<file path="config.mk">
export PLATFORM = sky130hd
export DESIGN_NAME = spi_dev_port_flat
export DESIGN_NICKNAME = d
export VERILOG_FILES = /design/src/design/spi_link_pkg.sv /design/src/design/spi_link_if.sv /design/src/design/spi_dev_port.sv /design/src/flat_wrapper.sv
export VERILOG_INCLUDE_DIRS = /design/src /design/src/design
export SDC_FILE = /design/constraint.sdc
export NUM_CORES = 1
export LEC_CHECK = 0
export BUFFER_PORTS_ARGS = -buffer_cell sky130_fd_sc_hd__clkbuf_2
export CORE_MARGIN = 3
export CORE_UTILIZATION = 49
export CTS_CLUSTER_DIAMETER = 200
export DETAILED_ROUTE_END_ITERATION = 10
export GPL_ROUTABILITY_DRIVEN = 0
export PLACE_DENSITY = 0.69
export SLEW_MARGIN = 0
export SYNTH_ARGS = -nofsm -noshare
export SYNTH_HDL_FRONTEND = slang
export SYNTH_SLANG_ARGS = --single-unit
</file>
<file path="constraint.sdc">
create_clock -name ref_clk_in -period 5.15 [get_ports ref_clk_in]
set_input_delay 0.7725 -clock ref_clk_in [delete_from_list [all_inputs] [get_ports ref_clk_in]]
set_output_delay 0.7725 -clock ref_clk_in [all_outputs]
set_load 0.01 [all_outputs]
</file>
<file path="src/design/spi_link_cfg.svh">
`ifndef SPI_LINK_CFG_SVH
`define SPI_LINK_CFG_SVH

// clock and link timing
`define REF_CLK_NS 4
`define SCLK_MIN_PERIOD_NS 100
`define SCLK_HALF_NS 63
`define SCLK_HALF_CYC ((`SCLK_HALF_NS + `REF_CLK_NS - 1) / `REF_CLK_NS)
`define CS_SETUP_NS 2000
`define CS_SETUP_CYC ((`CS_SETUP_NS + `REF_CLK_NS - 1) / `REF_CLK_NS)

// frame layout
`define HDR_CMD_BIT 7
`define HDR_RD_BIT 0
`define BIT_LAST 3'h7
`define FIFO_ADDR 8'hff

// device-side internal registers, four byte lanes each, lane 0 = bits 7:0
`define REG_LANES 8'h04
`define GPIO_BASE 8'h01
`define MASK_BASE 8'h90
`define STAT_BASE 8'hfa
`define EVT_VALID 32'h603fffff
`define EVT_TXFIFO_ERR 5
`define EVT_RXFIFO_ERR 6
`define MASK_RST 32'h00000000
`define GPIO_OUT_RST 4'hf
`define GPIO_SEL_IRQ 5'h00
`define GPIO_SEL_VDD 5'h13
`define GPIO_SEL_GND 5'h14

// controller registers on the wishbone side
`define HREG_CMD 8'h00
`define HREG_WDATA 8'h04
`define HREG_RDATA 8'h08
`define HREG_STAT 8'h0c
`define CMD_RD 0
`define CMD_IS_CMD 1
`define CMD_ADDR 15:8
`define CMD_CNT 18:16
`define MAX_DATA 3'h4
`define HDR_BITS 6'h10
`define STAT_MS 15:0
`define STAT_GPIO 19:16
`define STAT_BUSY 31
`define RX_ALL_ONES 48'hffffffffffff

`endif

</file>
<file path="src/design/spi_link_pkg.sv">
package spi_link_pkg;

  typedef enum logic [1:0] {ST_HEADER, ST_ADDR, ST_DATA} dev_stage_e;

  typedef enum logic [2:0] {H_IDLE, H_SETUP, H_LOW, H_HIGH, H_END, H_GAP} host_phase_e;

  typedef struct packed {
    logic cs_s1, cs_s2, cs_s3;
    logic sck_s1, sck_s2, sck_s3;
    logic mosi_s1, mosi_s2;
    dev_stage_e stage;
    logic [2:0] bit_cnt;
    logic [7:0] rx_sh, tx_sh, tx_next;
    logic is_cmd, is_rd, cmd_seen, rd_follow;
    logic [7:0] addr, cmd_hold;
    logic [31:0] status, mask;
    logic [3:0][4:0] gpio_sel;
    logic irq_low, miso, miso_oe;
    logic [3:0] gpio;
    logic [7:0] reg_addr, reg_wdata;
    logic reg_we, reg_rd, rx_pop, tx_push;
    logic [7:0] tx_data, cmd_out;
    logic cmd_valid;
  } dev_state_s;

  typedef struct packed {
    host_phase_e phase;
    logic [8:0] cnt;
    logic [5:0] bits, total;
    logic [2:0] count;
    logic [47:0] tx, rx;
    logic miso_s1, miso_s2;
    logic [3:0] gpio_s1, gpio_s2;
    logic cs_low, sclk, mosi;
    logic ack;
    logic [31:0] dat_out, wdata, rdata;
    logic [15:0] ms;
  } host_state_s;

endpackage

</file>
<file path="src/design/spi_link_if.sv">
interface spi_link_if;
  logic chip_select_low;
  logic sclk;
  logic mosi;
  logic miso;
  logic miso_oe;
  logic miso_line;
  logic [3:0] gpio;

  // released line reads high, as through a pull-up
  assign miso_line = miso_oe ? miso : 1'b1;

  modport dev (input chip_select_low, input sclk, input mosi, output miso, output miso_oe, output gpio);
  modport host (output chip_select_low, output sclk, output mosi, input miso_line, input gpio);
endinterface

</file>
<file path="src/design/spi_dev_port.sv">
// Operation
// - master drives select and clock; output released when deselected
// - clock idles low; sample rising, change falling
// - every byte travels most significant bit first
// - header top bit: 0 address, 1 command
// - header bottom bit 1 means read
// - master sends middle header bits as zero
// - status bytes shift out during header, address
// - bursts continue, address increments per data byte except at 0xff
// - address 0xff pops receive, pushes transmit queue
// - port works in every state, including sleep
// - event request appears on a configured pin
// - packet event flags at bits 0 to 11
// - signal quality flags at bits 12 to 14
// - device status flags 15-21, 29, 30
// - events set flags; reading status clears them
// - masked-off event raises no request
// - pin select code 0 gives active-low request
// - ready flag set on each ready entry
`include "spi_link_cfg.svh"

module spi_dev_port (
  input wire logic ref_clk_in, // system clock
  input wire logic rstn_in, // synchronous reset, active low
  spi_link_if.dev link_if, // serial link and gpio pins
  input wire logic [15:0] machine_state_bytes_in, // state bytes shifted out
  input wire logic [31:0] events_in, // one-cycle event pulses
  input wire logic [7:0] reg_rdata_in, // valid the cycle after reg_rd_out
  output logic [7:0] reg_addr_out, // register address
  output logic [7:0] reg_wdata_out, // register write data
  output logic reg_we_out, // register write pulse
  output logic reg_rd_out, // register read pulse
  input wire logic [7:0] rx_data_in, // receive queue head
  input wire logic rx_empty_in, // receive queue empty
  output logic rx_pop_out, // receive queue pop pulse
  input wire logic tx_full_in, // transmit queue full
  output logic tx_push_out, // transmit queue push pulse
  output logic [7:0] tx_data_out, // transmit queue data
  output logic [7:0] command_out, // command code
  output logic command_valid_out, // command execute pulse
  output logic event_request_low_out // unmasked event pending, low
);
  import spi_link_pkg::*;

  dev_state_s r;
  dev_state_s n;

  // returns {hit, lane} for a four-byte internal register
  function automatic logic [2:0] lane_hit(input logic [7:0] a, input logic [7:0] base);
    logic [7:0] d;
    d = a - base;
    lane_hit = {d < `REG_LANES, d[1:0]};
  endfunction

  //////////////////////////////////////////////////////////////////////////////
  always_comb begin
    logic [7:0] byte_in;
    logic [7:0] fa;
    logic [2:0] hs;
    logic [2:0] hm;
    logic [2:0] hg;
    logic [31:0] clr;
    logic [31:0] err;
    logic sck_rise;
    logic sck_fall;
    logic cs_fall;
    logic cs_rise;
    logic do_fetch;
    byte_in = 8'h00;
    fa = r.addr;
    clr = 32'h0;
    err = 32'h0;
    do_fetch = 1'b0;
    hs = 3'h0;
    hm = 3'h0;
    hg = 3'h0;
    n = r;
    n.reg_we = 1'b0;
    n.reg_rd = 1'b0;
    n.rx_pop = 1'b0;
    n.tx_push = 1'b0;
    n.cmd_valid = 1'b0;
    n.rd_follow = r.reg_rd;
    n.cs_s1 = link_if.chip_select_low;
    n.cs_s2 = r.cs_s1;
    n.cs_s3 = r.cs_s2;
    n.sck_s1 = link_if.sclk;
    n.sck_s2 = r.sck_s1;
    n.sck_s3 = r.sck_s2;
    n.mosi_s1 = link_if.mosi;
    n.mosi_s2 = r.mosi_s1;
    sck_rise = r.sck_s2 & ~r.sck_s3;
    sck_fall = ~r.sck_s2 & r.sck_s3;
    cs_fall = ~r.cs_s2 & r.cs_s3;
    cs_rise = r.cs_s2 & ~r.cs_s3;
    n.miso_oe = ~r.cs_s2;
    // no power-state gating anywhere: the port answers in every state
    if (cs_rise) begin
      if (r.cmd_seen) begin
        n.cmd_valid = 1'b1;
        n.cmd_out = r.cmd_hold;
      end
      n.cmd_seen = 1'b0;
      n.stage = ST_HEADER;
      n.bit_cnt = 3'h0;
    end else if (cs_fall) begin
      // first bit must be on the line before the first rising edge
      n.stage = ST_HEADER;
      n.bit_cnt = 3'h0;
      n.miso = machine_state_bytes_in[15];
      n.tx_sh = {machine_state_bytes_in[14:8], 1'b0};
      n.tx_next = machine_state_bytes_in[7:0];
    end else if (~r.cs_s2) begin
      if (sck_rise) begin
        byte_in = {r.rx_sh[6:0], r.mosi_s2};
        n.rx_sh = byte_in;
        n.bit_cnt = r.bit_cnt + 3'h1;
        if (r.bit_cnt == `BIT_LAST) begin
          case (r.stage)
            ST_HEADER: begin
              n.is_cmd = byte_in[`HDR_CMD_BIT];
              n.is_rd = byte_in[`HDR_RD_BIT];
              n.stage = ST_ADDR;
            end
            ST_ADDR: begin
              n.stage = ST_DATA;
              n.tx_next = 8'h00;
              if (r.is_cmd) begin
                n.cmd_hold = byte_in;
                n.cmd_seen = 1'b1;
              end else begin
                n.addr = byte_in;
                fa = byte_in;
                do_fetch = r.is_rd;
              end
            end
            ST_DATA: begin
              // the queue address does not advance during a burst
              if (r.addr != `FIFO_ADDR) begin
                n.addr = r.addr + 8'h01;
              end
              fa = n.addr;
              if (!r.is_cmd && r.is_rd) begin
                do_fetch = 1'b1;
              end else if (!r.is_cmd) begin
                hm = lane_hit(r.addr, `MASK_BASE);
                hg = lane_hit(r.addr, `GPIO_BASE);
                hs = lane_hit(r.addr, `STAT_BASE);
                if (r.addr == `FIFO_ADDR) begin
                  if (tx_full_in) begin
                    err[`EVT_TXFIFO_ERR] = 1'b1;
                  end else begin
                    n.tx_push = 1'b1;
                    n.tx_data = byte_in;
                  end
                end else if (hm[2]) begin
                  n.mask[{hm[1:0], 3'b000} +: 8] = byte_in;
                end else if (hg[2]) begin
                  n.gpio_sel[hg[1:0]] = byte_in[4:0];
                end else if (!hs[2]) begin
                  n.reg_we = 1'b1;
                  n.reg_addr = r.addr;
                  n.reg_wdata = byte_in;
                end
              end
            end
            default: n.stage = ST_HEADER;
          endcase
        end
      end else if (sck_fall) begin
        if (r.bit_cnt == 3'h0) begin
          n.miso = r.tx_next[7];
          n.tx_sh = {r.tx_next[6:0], 1'b0};
        end else begin
          n.miso = r.tx_sh[7];
          n.tx_sh = {r.tx_sh[6:0], 1'b0};
        end
      end
    end
    if (r.rd_follow) begin
      n.tx_next = reg_rdata_in;
    end
    hm = lane_hit(fa, `MASK_BASE);
    hg = lane_hit(fa, `GPIO_BASE);
    hs = lane_hit(fa, `STAT_BASE);
    if (do_fetch) begin
      if (fa == `FIFO_ADDR) begin
        if (rx_empty_in) begin
          err[`EVT_RXFIFO_ERR] = 1'b1;
          n.tx_next = 8'h00;
        end else begin
          n.rx_pop = 1'b1;
          n.tx_next = rx_data_in;
        end
      end else if (hs[2]) begin
        n.tx_next = r.status[{hs[1:0], 3'b000} +: 8];
        clr[{hs[1:0], 3'b000} +: 8] = 8'hff;
      end else if (hm[2]) begin
        n.tx_next = r.mask[{hm[1:0], 3'b000} +: 8];
      end else if (hg[2]) begin
        n.tx_next = {3'h0, r.gpio_sel[hg[1:0]]};
      end else begin
        n.reg_rd = 1'b1;
        n.reg_addr = fa;
      end
    end
    // a new event in the clearing cycle survives the clear
    n.status = ((r.status & ~clr) | events_in | err) & `EVT_VALID;
    n.irq_low = ~|(r.status & r.mask);
    for (int i = 0; i < 4; i++) begin
      case (r.gpio_sel[i])
        `GPIO_SEL_IRQ: n.gpio[i] = r.irq_low;
        `GPIO_SEL_VDD: n.gpio[i] = 1'b1;
        `GPIO_SEL_GND: n.gpio[i] = 1'b0;
        default: n.gpio[i] = 1'b0;
      endcase
    end
  end

  //////////////////////////////////////////////////////////////////////////////
  always_ff @(posedge ref_clk_in) begin
    if (!rstn_in) begin
      r <= '0;
      r.cs_s1 <= 1'b1;
      r.cs_s2 <= 1'b1;
      r.cs_s3 <= 1'b1;
      r.mask <= `MASK_RST;
      r.irq_low <= 1'b1;
      r.gpio <= `GPIO_OUT_RST;
    end else begin
      r <= n;
    end
  end

  assign link_if.miso = r.miso;
  assign link_if.miso_oe = r.miso_oe;
  assign link_if.gpio = r.gpio;
  assign reg_addr_out = r.reg_addr;
  assign reg_wdata_out = r.reg_wdata;
  assign reg_we_out = r.reg_we;
  assign reg_rd_out = r.reg_rd;
  assign rx_pop_out = r.rx_pop;
  assign tx_push_out = r.tx_push;
  assign tx_data_out = r.tx_data;
  assign command_out = r.cmd_out;
  assign command_valid_out = r.cmd_valid;
  assign event_request_low_out = r.irq_low;
endmodule

</file>
<file path="src/flat_wrapper.sv">
// flat-port wrapper written by rule: the top's interface ports become plain ports
module spi_dev_port_flat import spi_link_pkg::*;
  (ref_clk_in, rstn_in, machine_state_bytes_in, events_in, reg_rdata_in, reg_addr_out, reg_wdata_out, reg_we_out, reg_rd_out, rx_data_in, rx_empty_in, rx_pop_out, tx_full_in, tx_push_out, tx_data_out, command_out, command_valid_out, event_request_low_out, link_if_chip_select_low, link_if_sclk, link_if_mosi, link_if_miso, link_if_miso_oe, link_if_gpio);
  spi_link_if link_if_i ();
  input wire logic ref_clk_in;
  input wire logic rstn_in;
  input wire logic [15:0] machine_state_bytes_in;
  input wire logic [31:0] events_in;
  input wire logic [7:0] reg_rdata_in;
  output logic [7:0] reg_addr_out;
  output logic [7:0] reg_wdata_out;
  output logic reg_we_out;
  output logic reg_rd_out;
  input wire logic [7:0] rx_data_in;
  input wire logic rx_empty_in;
  output logic rx_pop_out;
  input wire logic tx_full_in;
  output logic tx_push_out;
  output logic [7:0] tx_data_out;
  output logic [7:0] command_out;
  output logic command_valid_out;
  output logic event_request_low_out;
  input wire logic [$bits(link_if_i.chip_select_low)-1:0] link_if_chip_select_low;
  input wire logic [$bits(link_if_i.sclk)-1:0] link_if_sclk;
  input wire logic [$bits(link_if_i.mosi)-1:0] link_if_mosi;
  output wire logic [$bits(link_if_i.miso)-1:0] link_if_miso;
  output wire logic [$bits(link_if_i.miso_oe)-1:0] link_if_miso_oe;
  output wire logic [$bits(link_if_i.gpio)-1:0] link_if_gpio;
  assign link_if_i.chip_select_low = link_if_chip_select_low;
  assign link_if_i.sclk = link_if_sclk;
  assign link_if_i.mosi = link_if_mosi;
  assign link_if_miso = link_if_i.miso;
  assign link_if_miso_oe = link_if_i.miso_oe;
  assign link_if_gpio = link_if_i.gpio;
  spi_dev_port u_core (.ref_clk_in(ref_clk_in), .rstn_in(rstn_in), .link_if(link_if_i), .machine_state_bytes_in(machine_state_bytes_in), .events_in(events_in), .reg_rdata_in(reg_rdata_in), .reg_addr_out(reg_addr_out), .reg_wdata_out(reg_wdata_out), .reg_we_out(reg_we_out), .reg_rd_out(reg_rd_out), .rx_data_in(rx_data_in), .rx_empty_in(rx_empty_in), .rx_pop_out(rx_pop_out), .tx_full_in(tx_full_in), .tx_push_out(tx_push_out), .tx_data_out(tx_data_out), .command_out(command_out), .command_valid_out(command_valid_out), .event_request_low_out(event_request_low_out));
endmodule
</file>
* Word-level counts from Yosys, hierarchy flattened
Cells that the tools add are included.
W data, S select, Z words.
** Word-level totals
- Logic and storage cells :: 227
- Output and inout bits :: 44
- Input bits :: 71
- Register bits :: 177
** Cells by class
- Reductions and logical operators :: 32
- Eq/ne operators :: 12
- Shifts and indexed selects :: 6
- Mux-type cells :: 92
- Add/subtract/negate cells :: 10
- Order comparisons :: 9
- Bitwise operators :: 28
** Operators by type and width (count)
- $mux W17 :: 12
- $mux W8 :: 24
- $mux W31 :: 3
- $shiftx A32 B6 Y8 :: 2
- $and A31 B31 Y31 :: 2
- $lt A8 B3 Y1 const B :: 6
- $and A31 B32 Y32 :: 1
- $bwmux W32 :: 1
- $mux W32 :: 1
- $reduce_or A32 Y1 :: 1
- $shift A8 B7 Y32 const A :: 1
- $shiftx A8 B7 Y32 :: 1
- $sub A8 B8 Y8 const B :: 4
- $not A31 Y31 :: 1
- $or A31 B31 Y31 :: 1
- $or A31 B7 Y31 :: 1
- $shift A8 B7 Y31 const A :: 1
- $shiftx A8 B7 Y31 const A :: 1
- $mux W1 :: 29
- $mux W26 :: 1
- $mux W11 :: 2
- $bwmux W20 :: 1
- $eq A5 B5 Y1 const B :: 4
- $logic_not A5 Y1 :: 4
- other kinds (44) :: 84

* Longest topological paths before layout
- Depth in word-level cells :: 19
- Gate-level depth with buffers :: 18
- Depth with buffers taken out :: 15

* Worst setup path before layout
OpenSTA, ideal clock, no wires.
- Path kind :: reg2reg
- From :: register u_core.r[136] in the netlist's numbering
- To :: register u_core.r[148] in the netlist's numbering
- Setup slack :: 1.472 ns
- Data arrival time :: 3.559 ns
- Cell stages (with the launch flop) :: 19
- Buffers on the path :: 3
- Path through :: dfxtp_1 -> buf_2 -> inv_1 -> ha_1 -> nand3_1 -> a31oi_1 -> o211ai_1 -> nand2_1 -> buf_2 -> buf_2 -> inv_1 -> ha_1 -> inv_1 -> a211o_1 -> and4_4 -> o22a_4 -> a211oi_1 -> nor4b_2 -> o221a_1
** On the way
- Word-level cells in the longest chain between the ends :: 16
- Elaborated cells on any way between the ends :: 26
- Those cells by class :: add/sub (4); order compare (3); eq/ne (2); shift (2); mux (15)
** Ends and longest elaborated chain
- start: declaration :: RTL line spi_dev_port.sv:45 : dev_state_s r;
- start signal: assignment :: RTL line spi_dev_port.sv:231 : r <= n;
- $add A8 B1 Y8 or $ne A8 B8 Y1 (tied branches)
- $mux W8 :: RTL line spi_dev_port.sv:139 : if (r.addr != `FIFO_ADDR) begin
- $pmux W8 S2
- $mux W8 :: RTL line spi_dev_port.sv:118 : if (r.bit_cnt == `BIT_LAST) begin
- $mux W8 :: RTL line spi_dev_port.sv:114 : if (sck_rise) begin
- $mux W8 :: RTL line spi_dev_port.sv:113 : end else if (~r.cs_s2) begin
- $mux W8 :: RTL line spi_dev_port.sv:106 : end else if (cs_fall) begin
- $mux W8 * :: RTL line spi_dev_port.sv:98 : if (cs_rise) begin
- parallel branches: the longest is 6 deep, another holds $sub A8 B1 Y8
- $mux W8 * :: RTL line spi_dev_port.sv:187 : if (fa == `FIFO_ADDR) begin
- $mux W8 * :: RTL line spi_dev_port.sv:186 : if (do_fetch) begin
Mark *: on every way between the ends. The select of a mux whose other input is x is not followed.
A chain may end at the register's enable or synchronous reset.

* Worst setup path after layout
- From :: register u_core.r[136] in the netlist's numbering
- To :: register u_core.r (netlist bit u_core.reg_addr_out[2])
** On the way
- Word-level cells in the longest chain between the ends :: 19
- Elaborated cells on any way between the ends :: 41
- Those cells by class :: add/sub (7); order compare (6); eq/ne (3); mux (25)
** Ends and longest elaborated chain (RTL line)
- parallel branches: the longest is 18 deep, another holds $add A8 B1 Y8
- $mux W8 * :: spi_dev_port.sv:186
Mark *: on every way between the ends.

==> impl_metrics.csv <==
group,metric,value,unit
floorplan,dieHeight,145,um
timing,finalCritPeriodShare,79.9,%
timing,setup_slack,1.04,ns
timing,max_freq,243,MHz
yosys,synthMuxAreaShare,9.30,%
placement,dp_slack,1.21,ns
worst_setup_path,cpMostUsedCell,"inv_1",
worst_setup_path,cp-end-kind,"flop",
floorplan,ios,115,
clocking,tritoncts,"done",
floorplan,start_util,50.2,%
clocking,htree_levels,4,
worst_setup_path,path_buf_inv,3,
clocking,clock_sinks,175,
grt,grt_use_total,24.7,%
timing,fin_tns_setup,0,ns
yosys,synth_edf_count,0,
clocking,post_cts_buffers,0,
worst_setup_path,cpPeakStageDelay,0.63,ns
route,firstDrtPassIters,6,
grt,grt_pass1_vias,7725,
yosys,synth_compound_area_share,23.7,%
yosys,yosys.area_share.adder,3.30,%
pwr,leakage,4.15,nW
grt,antenna_found_initial,0,
timing,hold_viol,0,
yosys,syn-num-nets,1190,
finish,drive_above_1_share,18.5,%
yosys,avgSynthCellArea,8.67,um^2
placement,place_hpwl,18400,um
worst_setup_path,worstPathRequired,5.49,ns
run,maxCapViolations,0,
yosys,yosys.area.top_type,"dfxtp_1",
grt,overflow,0,
yosys,seq_area_frac_synth,36.9,%
route,num_vias,8345,
pwr,p_per_area,267,nW/um^2
clocking,cts_hold_buffers,0,
min_path,hold_path.class,"flop to flop",
finish,num-nets-final,1213,
yosys,netlist_instances,1094,
worst_setup_path,critical_path_class,"flop to flop",
grt,grt_pass1_wl,42200,um
yosys,synth_top_area_share,36.9,%
clocking,cts-root-buf,"clkbuf_16",
clocking,clockBufferDepth,2,
yosys,yosysUniqueCellTypes,86,
yosys,synthFlopType,"dfxtp_1",
timing,hold_ws,0.433,ns
route,drt_iter0_markers,699,
route,routed_wl,26400,um
worst_setup_path,critPathTopFamily,"compound AO/OA/AOI/OAI gates",
floorplan,dieArea,21100,um^2
yosys,synth.cell_area,9490,um^2
min_path,worstHoldStart,"u_core.n[183]",
timing,rsz0062_at_grt,"false",
yosys,yosys-top-cells-area,"dfxtp_1 37%, mux2i_1 5.4%, nand2_1 4.2%",
yosys,async_flop_share,0,%
yosys,yosys.area_share.simple,18.8,%
clocking,cts_made_buffers,17,
finish,area_growth,9.44,%
clocking,post_cts_resized,0,
worst_setup_path,cpMaxStageDelayCell,"dfxtp_1",
placement,portBuffers,106,
timing,slew_headroom,31.2,%
route,antenna_left,0,
status,status,"finished, final reports clean",
yosys,synthXorXnorAreaFrac,0.277,%
floorplan,die_w,145,um
worst_setup_path,cp_max_fo,14,
clocking,cts.clk_slew.worst_paths,0.07,ns
finish,antenna_cells,0,
yosys,yosys_warnings,0,
timing,finalSetupViolCount,0,
route,via_per_inst,6.00,
yosys,synth_top_family_by_area,"compound AO/OA/AOI/OAI gates",
timing,tightestPinTransition,1.03,ns
timing,finalClockSkew,0.0124,ns
timing,finalCriticalPeriod,4.11,ns
yosys,ys_seq_elements,175,
grt,grt_max_degree,110,
worst_setup_path,timing.rr.start,"u_core.r[136]",
worst_setup_path,startpoint,"u_core.r[136]",
floorplan,row_count,50,
pwr,ir_drop,0.000251,V
timing,report.final.slew_viol_count,0,
clocking,insertion_delay,0.44,ns
worst_setup_path,startpoint_type,"flop",
floorplan,core-area,18900,um^2
route,drc,0,
worst_setup_path,worstPathArrival,4.46,ns
route,avgRoutedWirePerCell,19.0,um
worst_setup_path,path_cells,"inv_1 -> ha_1 -> nand3_1 -> a31oi_1 -> o211ai_1 -> nand2_1 -> inv_1 -> ha_1 -> inv_1 -> a211o_1 -> a31oi_1 -> o22ai_2 -> o211ai_2 -> nor2_2 -> a211oi_1",
[cells in the mapped netlist, drive strengths merged, types with 2 or more instances]
| cell type | n |
|---|---|
| xnor2 | 3 |
| mux2 | 15 |
| nor2 | 92 |
| nor3b | 4 |
| a211oi | 25 |
| o31ai | 9 |
| a32oi | 3 |
| nor4 | 2 |
| and4 | 6 |
| or4 | 2 |
| a221oi | 7 |
| a22o | 4 |
| o21ai | 44 |
| a31oi | 16 |
| nor2b | 11 |
| o211ai | 14 |
| o21a | 30 |
| clkbuf | 46 |
| nor4b | 9 |
| nand2 | 107 |
| o22ai | 4 |
| a21boi | 27 |
| mux2i | 51 |
| a221o | 3 |
| nand3 | 54 |
| o31a | 5 |
| a21o | 5 |
| o211a | 6 |
| inv | 29 |
| and2 | 18 |
| or3 | 2 |
| ha | 25 |
| mux4 | 9 |
| o2111ai | 3 |
| and3 | 10 |
| nand4 | 10 |
| nor3 | 17 |
| a22oi | 23 |
| dfxtp | 175 |
| o221a | 3 |
| buf | 66 |
| or2 | 5 |
| nand2b | 4 |
| a21oi | 76 |
[area by class of cell]
| cell class | count | area (um^2) |
|---|---|---|
| repair buffers | 116 | 618 |
| fillers | 1786 | 8510 |
| flip-flops and latches | 175 | 3500 |
| clock inverters | 15 | 148 |
| clock buffers | 17 | 425 |
| well taps | 260 | 325 |
| inverters | 29 | 113 |
| multi-input cells | 778 | 5250 |
[placed cells by master, fill, tap and decap left out, drive strengths merged, types with 10 or more instances in the layout]
| cell | instances |
|---|---|
| nor3 | 17 |
| mux2 | 15 |
| mux2i | 51 |
| buf | 10 |
| a22oi | 23 |
| nor2b | 11 |
| o21ai | 44 |
| nor2 | 92 |
| a31oi | 16 |
| dfxtp | 175 |
| ha | 25 |
| nand3 | 54 |
| and2 | 18 |
| a21boi | 27 |
| o21a | 30 |
| nand4 | 10 |
| and3 | 10 |
| nand2 | 107 |
| o211ai | 14 |
| a211oi | 25 |
| inv | 34 |
| a21oi | 76 |
| clkbuf | 123 |
[cell families after synthesis]
logic type	after synthesis
adders and majority gates	25
buffers and inverters	141
AOI/OAI and AO/OA	318
DFF	175
muxes	75
and+or+nand+nor	357
xor gates and xnor gates	3
[layer usage]
metal	global-route usage, %	vias to the layer above	routed length [um]
met5	0	-	0
met4	7.26	0	534
met3	6.28	47	2570
met2	36.5	406	11300
met1	35.6	3918	12000
li1	-	3974	-
[report_power, final]
| group | switching [W] | total, W | internal [W] | leakage [nW] |
|---|---|---|---|---|
| combinational | 0.0000663 | 0.000121 | 0.0000546 | 2.45 |
| sequential | 0.0000185 | 0.00139 | 0.00137 | 1.42 |
| clock | 0.000613 | 0.00126 | 0.000642 | 0.281 |
| total | 0.000698 | 0.00277 | 0.00207 | 4.15 |
[path summary, 6_finish.rpt]
kind,end,slack [ns],depth (start not counted)
worst max-delay path,u_core.reg_addr_out[2],1.04,15
worst min-delay path,u_core.n[182],0.43,1
worst max register to register,u_core.reg_addr_out[2],1.04,15
worst min register to register,u_core.n[182],0.43,1
[metrics by stage]
stage               instances  utilization (%)  power (W)  instance area, um^2
floorplan                1094                -    0.00149                 9490
finish                   1390             55.0    0.00277                10400
CTS                      1390             55.0    0.00278                10400
detailed placement       1358             51.9    0.00154                 9810
global placement         1358             51.9    0.00154                 9810
global route             1390             55.0    0.00286                10400
[flip-flops by register name, summed over array words and instances (netlist names)]
signal                        cells
u_core.link_if.gpio               4
u_core.link_if.miso_oe            1
u_core.reg_addr_out               8
u_core.reg_we_out                 1
u_core.reg_rd_out                 1
u_core.event_request_low_out      1
u_core.r                        126
u_core.reg_wdata_out              8
u_core.command_out                8
u_core.tx_push_out                1
u_core.n                          5
u_core.tx_data_out                8
u_core.command_valid_out          1
u_core.link_if.miso               1
u_core.rx_pop_out                 1
No activity file was read; power rests on OpenSTA's default activity.
